$ cat src/tmr_consts.svh
// Constants for the 16-bit timer register slice: offsets, fields, resets.
// Assumes an 8-bit I/O bus with 6-bit addresses on the CPU side.
`ifndef TMR_CONSTS_SVH
`define TMR_CONSTS_SVH

// Register offsets on the I/O bus
`define TMR_ADDR_CMP_B_LO 6'h24
`define TMR_ADDR_CMP_B_HI 6'h25
`define TMR_ADDR_CMP_A_LO 6'h26
`define TMR_ADDR_CMP_A_HI 6'h27
`define TMR_ADDR_CNT_LO 6'h28
`define TMR_ADDR_CNT_HI 6'h29
`define TMR_ADDR_FORCE 6'h2c

// Field positions in the force compare control register
`define TMR_FORCE_A_BIT 7
`define TMR_FORCE_B_BIT 6

// Reset values
`define TMR_RESET_BYTE 8'h00
`define TMR_RESET_WORD 16'h0000

// Prescaler taps, as divide ratio minus one on a 10-bit counter
`define TMR_PRE_WIDTH 10
`define TMR_DIV8_MASK 10'h007
`define TMR_DIV64_MASK 10'h03f
`define TMR_DIV256_MASK 10'h0ff
`define TMR_DIV1024_MASK 10'h3ff

// Waveform mode codes that are not PWM
`define TMR_WGM_NORMAL 4'h0
`define TMR_WGM_CTC_A 4'h4
`define TMR_WGM_CTC_ICR 4'hc

`endif

$ cat src/tmr_pkg.sv
// Types shared by the timer register slice.
// Assumes tmr_consts.svh supplies the numeric constants.
package tmr_pkg;

    // Clock source select codes
    typedef enum logic [2:0] {
        TMR_CS_STOP = 3'b000,
        TMR_CS_DIV1 = 3'b001,
        TMR_CS_DIV8 = 3'b010,
        TMR_CS_DIV64 = 3'b011,
        TMR_CS_DIV256 = 3'b100,
        TMR_CS_DIV1024 = 3'b101,
        TMR_CS_EXT_FALL = 3'b110,
        TMR_CS_EXT_RISE = 3'b111
    } tmr_cs_e;

    // Compare output action codes in non-PWM modes
    typedef enum logic [1:0] {
        TMR_ACT_OFF = 2'b00,
        TMR_ACT_TOGGLE = 2'b01,
        TMR_ACT_CLEAR = 2'b10,
        TMR_ACT_SET = 2'b11
    } tmr_act_e;

    typedef logic [3:0] tmr_wgm_t;

endpackage

$ cat src/tmr_top.sv
// 16-bit timer register slice: counter, two compare channels, byte access.
// Assumes a CPU I/O port with one-cycle read and write strobes on clock.
`timescale 1ns/100ps
`include "tmr_consts.svh"
module tmr_top (
    input wire logic clock,
    input wire logic rst,
    input wire logic [5:0] io_addr,
    input wire logic [7:0] io_wdata,
    input wire logic io_we,
    input wire logic io_re,
    output logic [7:0] io_rdata,
    input wire tmr_pkg::tmr_cs_e clock_source_select,
    input wire tmr_pkg::tmr_wgm_t waveform_mode_select,
    input wire tmr_pkg::tmr_act_e compare_output_action_a,
    input wire tmr_pkg::tmr_act_e compare_output_action_b,
    input wire logic external_count_pin,
    input wire logic match_flag_a_clear,
    input wire logic match_flag_b_clear,
    output logic match_flag_a,
    output logic match_flag_b,
    output logic wave_out_a,
    output logic wave_out_a_en,
    output logic wave_out_b,
    output logic wave_out_b_en,
    output logic [15:0] counter_value
);
    import tmr_pkg::*;

    logic tick;
    logic [15:0] count_q;
    logic [15:0] count_d;
    logic [15:0] compare_value_a_q;
    logic [15:0] compare_value_b_q;
    logic [7:0] temp_q;
    logic [7:0] rdata_q;
    logic [7:0] rdata_d;
    logic block_q;
    logic non_pwm;
    logic ctc_a;
    logic eq_a;
    logic eq_b;
    logic hit_a;
    logic hit_b;
    logic force_a;
    logic force_b;
    logic wr_cnt_lo;
    logic wr_cmp_a_lo;
    logic wr_cmp_b_lo;
    logic wr_any_hi;
    logic rd_any_lo;

    // Timer clock enable from the prescaler or the count pin
    tmr_prescaler u_pre (
        .clock(clock),
        .rst(rst),
        .clock_source_select(clock_source_select),
        .external_count_pin(external_count_pin),
        .tick(tick)
    );

    // Write decode and low-byte read decode for the byte locations
    assign wr_cnt_lo = io_we && (io_addr == `TMR_ADDR_CNT_LO);
    assign wr_cmp_a_lo = io_we && (io_addr == `TMR_ADDR_CMP_A_LO);
    assign wr_cmp_b_lo = io_we && (io_addr == `TMR_ADDR_CMP_B_LO);
    assign wr_any_hi = io_we && ((io_addr == `TMR_ADDR_CNT_HI) ||
        (io_addr == `TMR_ADDR_CMP_A_HI) || (io_addr == `TMR_ADDR_CMP_B_HI));
    assign rd_any_lo = io_re && ((io_addr == `TMR_ADDR_CNT_LO) ||
        (io_addr == `TMR_ADDR_CMP_A_LO) || (io_addr == `TMR_ADDR_CMP_B_LO));

    // Force strobes live only for the write cycle, nothing is stored
    assign force_a = io_we && (io_addr == `TMR_ADDR_FORCE) &&
        io_wdata[`TMR_FORCE_A_BIT];
    assign force_b = io_we && (io_addr == `TMR_ADDR_FORCE) &&
        io_wdata[`TMR_FORCE_B_BIT];

    // Mode classification
    assign non_pwm = (waveform_mode_select == `TMR_WGM_NORMAL) ||
        (waveform_mode_select == `TMR_WGM_CTC_A) ||
        (waveform_mode_select == `TMR_WGM_CTC_ICR);
    assign ctc_a = waveform_mode_select == `TMR_WGM_CTC_A;

    // Continuous comparators
    assign eq_a = count_q == compare_value_a_q;
    assign eq_b = count_q == compare_value_b_q;

    // A match counts on a timer tick unless a counter write blocks it
    assign hit_a = tick && eq_a && !block_q;
    assign hit_b = tick && eq_b && !block_q;

    // Shared high-byte latch: loaded by high writes and low reads
    always_ff @(posedge clock or posedge rst) begin
        if (rst) begin
            temp_q <= `TMR_RESET_BYTE;
        end else if (wr_any_hi) begin
            temp_q <= io_wdata;
        end else if (rd_any_lo) begin
            if (io_addr == `TMR_ADDR_CNT_LO) begin
                temp_q <= count_q[15:8];
            end else if (io_addr == `TMR_ADDR_CMP_A_LO) begin
                temp_q <= compare_value_a_q[15:8];
            end else begin
                temp_q <= compare_value_b_q[15:8];
            end
        end
    end

    // Next counter value: CPU write wins over counting
    always_comb begin
        count_d = count_q;
        if (wr_cnt_lo) begin
            count_d = {temp_q, io_wdata};
        end else if (tick) begin
            if (ctc_a && hit_a) begin
                count_d = `TMR_RESET_WORD; // Forced match never gets here
            end else begin
                count_d = count_q + 16'h0001;
            end
        end
    end

    // Counter register
    always_ff @(posedge clock or posedge rst) begin
        if (rst) begin
            count_q <= `TMR_RESET_WORD;
        end else begin
            count_q <= count_d;
        end
    end

    // Match blocking after a counter write, released by the next tick
    always_ff @(posedge clock or posedge rst) begin
        if (rst) begin
            block_q <= 1'b0;
        end else if (wr_cnt_lo) begin
            block_q <= 1'b1;
        end else if (tick) begin
            block_q <= 1'b0;
        end
    end

    // Compare registers commit both bytes at once
    always_ff @(posedge clock or posedge rst) begin
        if (rst) begin
            compare_value_a_q <= `TMR_RESET_WORD;
            compare_value_b_q <= `TMR_RESET_WORD;
        end else begin
            if (wr_cmp_a_lo) begin
                compare_value_a_q <= {temp_q, io_wdata};
            end
            if (wr_cmp_b_lo) begin
                compare_value_b_q <= {temp_q, io_wdata};
            end
        end
    end

    // Read multiplexer: high locations return the latch
    always_comb begin
        rdata_d = `TMR_RESET_BYTE;
        if (io_addr == `TMR_ADDR_CNT_LO) begin
            rdata_d = count_q[7:0];
        end else if (io_addr == `TMR_ADDR_CMP_A_LO) begin
            rdata_d = compare_value_a_q[7:0];
        end else if (io_addr == `TMR_ADDR_CMP_B_LO) begin
            rdata_d = compare_value_b_q[7:0];
        end else if ((io_addr == `TMR_ADDR_CNT_HI) ||
            (io_addr == `TMR_ADDR_CMP_A_HI) ||
            (io_addr == `TMR_ADDR_CMP_B_HI)) begin
            rdata_d = temp_q;
        end else if (io_addr == `TMR_ADDR_FORCE) begin
            rdata_d = `TMR_RESET_BYTE;
        end
    end

    // Registered read data, held until the next read
    always_ff @(posedge clock or posedge rst) begin
        if (rst) begin
            rdata_q <= `TMR_RESET_BYTE;
        end else if (io_re) begin
            rdata_q <= rdata_d;
        end
    end

    // Channel A
    tmr_wave_chan u_chan_a (
        .clock(clock),
        .rst(rst),
        .hit(hit_a),
        .force_strobe(force_a),
        .non_pwm(non_pwm),
        .action(compare_output_action_a),
        .flag_clear(match_flag_a_clear),
        .wave_out(wave_out_a),
        .wave_out_en(wave_out_a_en),
        .match_flag(match_flag_a)
    );

    // Channel B
    tmr_wave_chan u_chan_b (
        .clock(clock),
        .rst(rst),
        .hit(hit_b),
        .force_strobe(force_b),
        .non_pwm(non_pwm),
        .action(compare_output_action_b),
        .flag_clear(match_flag_b_clear),
        .wave_out(wave_out_b),
        .wave_out_en(wave_out_b_en),
        .match_flag(match_flag_b)
    );

    assign io_rdata = rdata_q;
    assign counter_value = count_q;
endmodule

$ cat src/tmr_prescaler.sv
// Timer clock enable: prescaler taps and external count pin edges.
// Assumes external_count_pin is asynchronous to clock.
`timescale 1ns/100ps
`include "tmr_consts.svh"
module tmr_prescaler (
    input wire logic clock,
    input wire logic rst,
    input wire tmr_pkg::tmr_cs_e clock_source_select,
    input wire logic external_count_pin,
    output logic tick
);
    import tmr_pkg::*;

    logic [`TMR_PRE_WIDTH-1:0] pre_q;
    logic pin_s1_q;
    logic pin_s2_q;
    logic pin_s3_q;

    // Free running prescaler count
    always_ff @(posedge clock or posedge rst) begin
        if (rst) begin
            pre_q <= '0;
        end else begin
            pre_q <= pre_q + 1'b1;
        end
    end

    // Pin synchroniser plus one stage for edge detection; the pin is
    // sampled whatever its port direction, so software may drive it
    always_ff @(posedge clock or posedge rst) begin
        if (rst) begin
            pin_s1_q <= 1'b0;
            pin_s2_q <= 1'b0;
            pin_s3_q <= 1'b0;
        end else begin
            pin_s1_q <= external_count_pin;
            pin_s2_q <= pin_s1_q;
            pin_s3_q <= pin_s2_q;
        end
    end

    // Select the timer clock enable
    always_comb begin
        case (clock_source_select)
            TMR_CS_STOP: tick = 1'b0;
            TMR_CS_DIV1: tick = 1'b1;
            TMR_CS_DIV8: tick = (pre_q & `TMR_DIV8_MASK) == `TMR_DIV8_MASK;
            TMR_CS_DIV64: tick = (pre_q & `TMR_DIV64_MASK) == `TMR_DIV64_MASK;
            TMR_CS_DIV256: tick = (pre_q & `TMR_DIV256_MASK) == `TMR_DIV256_MASK;
            TMR_CS_DIV1024: tick = pre_q == `TMR_DIV1024_MASK;
            TMR_CS_EXT_FALL: tick = pin_s3_q & ~pin_s2_q;
            TMR_CS_EXT_RISE: tick = ~pin_s3_q & pin_s2_q;
            default: tick = 1'b0;
        endcase
    end
endmodule

$ cat src/tmr_wave_chan.sv
// One compare channel: match flag and waveform output.
// Assumes hit is already qualified by the timer tick and write blocking.
`timescale 1ns/100ps
`include "tmr_consts.svh"
module tmr_wave_chan (
    input wire logic clock,
    input wire logic rst,
    input wire logic hit,
    input wire logic force_strobe,
    input wire logic non_pwm,
    input wire tmr_pkg::tmr_act_e action,
    input wire logic flag_clear,
    output logic wave_out,
    output logic wave_out_en,
    output logic match_flag
);
    import tmr_pkg::*;

    logic wave_q;
    logic flag_q;
    logic fire;

    // Forced compare only acts in non-PWM modes
    assign fire = hit | (force_strobe & non_pwm);

    // Output pin action on match or forced compare
    always_ff @(posedge clock or posedge rst) begin
        if (rst) begin
            wave_q <= 1'b0;
        end else if (fire && non_pwm) begin
            case (action)
                TMR_ACT_TOGGLE: wave_q <= ~wave_q;
                TMR_ACT_CLEAR: wave_q <= 1'b0;
                TMR_ACT_SET: wave_q <= 1'b1;
                default: wave_q <= wave_q;
            endcase
        end
    end

    // Sticky match flag, set only by a real match; set beats clear
    always_ff @(posedge clock or posedge rst) begin
        if (rst) begin
            flag_q <= 1'b0;
        end else if (hit) begin
            flag_q <= 1'b1;
        end else if (flag_clear) begin
            flag_q <= 1'b0;
        end
    end

    assign wave_out = wave_q;
    assign wave_out_en = action != TMR_ACT_OFF;
    assign match_flag = flag_q;
endmodule

$ cat config.mk
export PLATFORM = sky130hd
export DESIGN_NAME = tmr_top
export DESIGN_NICKNAME = d
export VERILOG_FILES = /design/src/tmr_pkg.sv /design/src/tmr_top.sv /design/src/tmr_prescaler.sv /design/src/tmr_wave_chan.sv
export VERILOG_INCLUDE_DIRS = /design/src
export SDC_FILE = /design/constraint.sdc
export NUM_CORES = 1
export LEC_CHECK = 0
export ABC_CLOCK_PERIOD_IN_PS = 2200
export BUFFER_PORTS_ARGS = -buffer_cell sky130_fd_sc_hd__buf_4
export CAP_MARGIN = 40
export CORE_MARGIN = 2
export CORE_UTILIZATION = 53
export DETAILED_ROUTE_END_ITERATION = 10
export PLACE_DENSITY = 0.77
export SYNTH_ARGS = -nofsm -noshare
export SYNTH_HDL_FRONTEND = slang
export SYNTH_HIERARCHICAL = 1
export SYNTH_SLANG_ARGS = --single-unit
$ cat constraint.sdc
create_clock -name clock -period 2.2 [get_ports clock]
set_input_delay 0.11 -clock clock [delete_from_list [all_inputs] [get_ports clock]]
set_output_delay 0.11 -clock clock [all_outputs]
set_load 0.1 [all_outputs]
==> results <==
- The critical path class is reg2reg.
- Timing would allow up to 452 MHz.
- The signal on the critical path passes through ha_4 > ha_4 > a211oi_2 > a41oi_1 > o21ai_1 > a21oi_2 > nand2b_1 > nor2_1 > nand4_1 > buf_4 > buf_6 > o211ai_1 > o211ai_1.
- The proportion of synthesized chip area in sequential cells is 43.1%.
- The number of global-route vias before repair came to 3826.
- In this run, CTS created clock tree buffers numbering 9.
- The post-detailed-route count of antenna-violating nets is 0.
- The fraction of layout instances using a drive strength above 1 is 34.3%.
- Counting distinct cell types in the post-synthesis netlist gives 62.
- The required time at the endpoint of the critical path is 2450 ps.
- The kind of cell with the highest combined delay along the critical path is compound AO/OA/AOI/OAI gates.
- The commonest non-fill, non-tap cell in the layout is sky130_fd_sc_hd__buf_4.
- In the layout the commonest cells are sky130_fd_sc_hd__buf_4, sky130_fd_sc_hd__dfrtp_1, sky130_fd_sc_hd__xor2_1, sky130_fd_sc_hd__nor2_1.
- The standard cell core area is 8720 sq um.
- The post-route worst hold slack is 5.04 ps.
- The depth of the worst register-to-register path is 13.
- The final wirelength is 13300 microns.
- The net count reported at finish is 560.
- The master cell of the clock root buffer is sky130_fd_sc_hd__clkbuf_8.
- Together, buffers and inverters on the worst path number 2.
- Data arrives at the worst endpoint at 2460 ps.
- The count of final hold-check violations is 0.
- The run finished, with violations left.
- The later-pin clock latency in the skew report is 370 ps.
- The initial antenna violation count is 0.
- In the routed design, unresolved DRC markers number 0.
- The analysis attributes to cell leakage a power of 2.76 nW.
- The checks that failed: negative setup slack.
- After synthesis, the mean cell area works out to 10.5 sq um.
- Counting buffers and inverters, the worst setup path is 13 cells deep.
- The first routing iteration left 375 violations.
- In this run the worst hold path is classified as in2reg.
- The CTS tree is built.
- In this run the core area contains 34 standard-cell rows.
- The via count is 4071.
- The share of flip-flops with an asynchronous set or reset is 100%.
- For this run, the slowest stage of the critical path takes 400 ps.
- After clock tree synthesis, the clock-pin slew on the worst setup and hold paths is 100 ps.
- In the synthesized netlist, the number of instances is 452.
- Across the VDD grid, the largest voltage drop is 0.574 mV.
- The predominant post-synthesis flop cell is sky130_fd_sc_hd__dfrtp_1.
- The overall fraction of global-route tracks in use is 27.3%.
- The iteration count of the initial detailed-routing pass is 5.
- The top fanout value on the critical path is 6.
- Once routing completed, OpenROAD measured the worst setup slack at -11.5 ps.
- The total of flip-flops plus latches after synthesis is 82.
- After synthesis the cells add up to 4760 sq um.
- The sum of net half-perimeters after detailed placement is 9720 microns.
- The quantity of I/O buffers inserted on ports is 61.
- The worst-path cell with the longest stage delay is sky130_fd_sc_hd__dfrtp_1.
- The H-tree depth reported by CTS is 3.
- The horizontal extent of the die is 98.8 microns.
- The time the final worst path needs with I/O delays and setup is 2210 ps.
- Entering global routing, the biggest net connects 66 pins.
- Yosys mapped a number of flops with a built-in enable equal to 0.
- The routability congestion estimate from global placement is 0.987.
- Clock skew on the completed layout was measured at 16.4 ps.
- Dividing the detail-routed via count by the number of cells gives 6.38.
- The number of slew-limit violations in the final report is 0.
- For the pin with the worst max-slew slack, the measured transition is 592 ps.
- Power spread over the standard cell area amounts to 853 nW/um^2.
- The synthesized netlist net count is 487.
- In the finished design, the share of the clock period the worst path needs comes to 101%.
- The share of the core filled with cells in the final layout is 66.3%.
- Headroom to the max-slew limit came out at 60.4%.
- The total overflow left after global routing is 0.
- The area enclosed by the die boundary is 9760 sq um.
- After detailed routing, the average wire length per cell comes to 20.8 microns.
- Setup violations remaining at the end of the flow were counted as 3.
- The chip height is 98.8 microns.
- In this run the count of I/O pins placed on the die edge is 62.
- Counting along the longest clock path gives a buffer depth of 2.
- The number of violations of the max-capacitance limit is 0.
- The Yosys step of the flow raised 6 warnings.
- The type of origin of the critical path is a flip-flop.
- The capturing element type of the critical path is a flip-flop.
- The count of clock tree sinks is 82.
- The first global-routing pass estimated 20600 microns of wire.
- Setup repair after global routing could not meet its margin everywhere.
- Compared with the post-synthesis result, the final layout area differs by 21.4%.
- Once the floorplan was initialized, standard cells occupied 54.6% of the core.
- 0 antenna diodes ended up in the layout.
- The worst hold path depth is 3.
-- cells in the mapped netlist, types with 3 or more instances --
library cell / number / area, sq um
sky130_fd_sc_hd__and3_1: 7 / 43.8
sky130_fd_sc_hd__nor4_1: 11 / 68.8
sky130_fd_sc_hd__clkbuf_2: 3 / 15.0
sky130_fd_sc_hd__mux2_2: 14 / 158
sky130_fd_sc_hd__mux2i_1: 9 / 90.1
sky130_fd_sc_hd__o21ai_1: 4 / 20.0
sky130_fd_sc_hd__mux2_1: 6 / 67.6
sky130_fd_sc_hd__o211ai_1: 8 / 60.1
sky130_fd_sc_hd__and2_1: 6 / 37.5
sky130_fd_sc_hd__o21ai_0: 14 / 70.1
sky130_fd_sc_hd__dfrtp_1: 82 / 2050
sky130_fd_sc_hd__nand2b_1: 4 / 25.0
sky130_fd_sc_hd__a211oi_1: 10 / 75.1
sky130_fd_sc_hd__and4_1: 4 / 35.0
sky130_fd_sc_hd__clkbuf_1: 13 / 48.8
sky130_fd_sc_hd__a31oi_1: 5 / 31.3
sky130_fd_sc_hd__nand4_1: 9 / 56.3
sky130_fd_sc_hd__a21oi_1: 12 / 60.1
sky130_fd_sc_hd__nor2_1: 32 / 120
sky130_fd_sc_hd__nand3_1: 18 / 90.1
sky130_fd_sc_hd__ha_1: 3 / 37.5
sky130_fd_sc_hd__mux2_4: 20 / 300
sky130_fd_sc_hd__a221o_1: 8 / 80.1
sky130_fd_sc_hd__a21o_1: 3 / 22.5
sky130_fd_sc_hd__a222oi_1: 8 / 80.1
sky130_fd_sc_hd__o311ai_1: 4 / 35.0
sky130_fd_sc_hd__buf_6: 3 / 33.8
sky130_fd_sc_hd__inv_1: 17 / 63.8
sky130_fd_sc_hd__xnor2_1: 9 / 78.8
sky130_fd_sc_hd__nand3b_1: 3 / 22.5
sky130_fd_sc_hd__buf_2: 10 / 50.1
sky130_fd_sc_hd__nand2_1: 20 / 75.1
sky130_fd_sc_hd__nor3_1: 5 / 25.0
sky130_fd_sc_hd__xor2_1: 37 / 324
-- stage by stage --
stage	total power, mW	area (sq um)	setup TNS, ps	cells	setup slack [ps]
final	4.94	5790	-24.0	638	-11.5
after detailed placement	3.77	5450	-34.8	613	-33.1
after global placement	3.75	5450	0	613	47.9
after CTS	4.91	5700	0	633	3.99
after global routing	5.11	5790	-1840	638	-188
after floorplan	3.23	4840	-93.6	452	-47.8
-- cells by family after synthesis --
logic type,synth area share [%]
multiplexers,12.9
flip-flops,43.1
AO/OA/AOI/OAI,13.7
adder cells (fa/ha/maj),0.788
buffers and inverters,4.75
XOR/XNOR,8.46
AND/OR/NAND/NOR,16.3
-- timing repair --
item,4_1_cts,5_1_grt
cloned,0,1
endpoints found under the setup margin,2,17
gates resized for setup,2,14
endpoints found under the hold margin,84,0
hold buffers,3,0
setup buffers,1,5
pin swaps,0,14
-- cell type report --
type / count / area (sq um)
fill: 680 / 2940
inverter: 17 / 63.8
timing repair buffer: 94 / 733
multi-input combinational: 321 / 2580
tap: 108 / 135
clock buffer: 9 / 124
sequential: 82 / 2070
clock inverter: 7 / 77.6
-- tightest hold or removal path, stage by stage --
cell and delay (ps):
sky130_fd_sc_hd__buf_4 80, sky130_fd_sc_hd__nand3_1 70, sky130_fd_sc_hd__o311ai_1 80
-- flip-flops by register name (all words and copies together), names as in the netlist --
signal               count
u_pre/pin_s2_q           1
u_chan_a/wave_out        1
compare_value_a_q       16
u_chan_a/match_flag      1
temp_q                   8
u_pre/pin_s3_q           1
io_rdata                 8
counter_value           16
compare_value_b_q       16
u_chan_b/wave_out        1
u_pre/pre_q             10
u_pre/pin_s1_q           1
block_q                  1
u_chan_b/match_flag      1
-- worst paths after layout --
kind                                             from                         endpoint  slack [ps]
max                          u_pre/pre_q[0]$_DFF_PP0_     counter_value[2]$_DFFE_PP0P_         -10
max reg2reg                  u_pre/pre_q[0]$_DFF_PP0_     counter_value[2]$_DFFE_PP0P_         -10
max in group asynchronous                         rst    counter_value[11]$_DFFE_PP0P_        1460
min reg2reg                  u_pre/pin_s1_q$_DFF_PP0_         u_pre/pin_s2_q$_DFF_PP0_         350
min in group asynchronous                         rst  u_chan_a/match_flag$_DFFE_PP0P_         210
min                        compare_output_action_a[1]    u_chan_a/wave_out$_DFFE_PP0P_           5
-- metal layers --
layer,vias up,GRT usage (%),part of all wire [%]
met2,229,44.5,48
met4,0,11.5,3.3
met1,2002,35.3,40
met3,40,5.74,8.9
met5,-,0,0
li1,1800,-,-
-- report_power, final --
part	internal [mW]	leakage, nW	switching, mW
logic	0.590	1.64	1.21
clock network	0.532	0.0885	0.608
registers	1.70	1.03	0.294
total	2.82	2.76	2.11
Note: power is estimated with default switching activity, not from simulation.
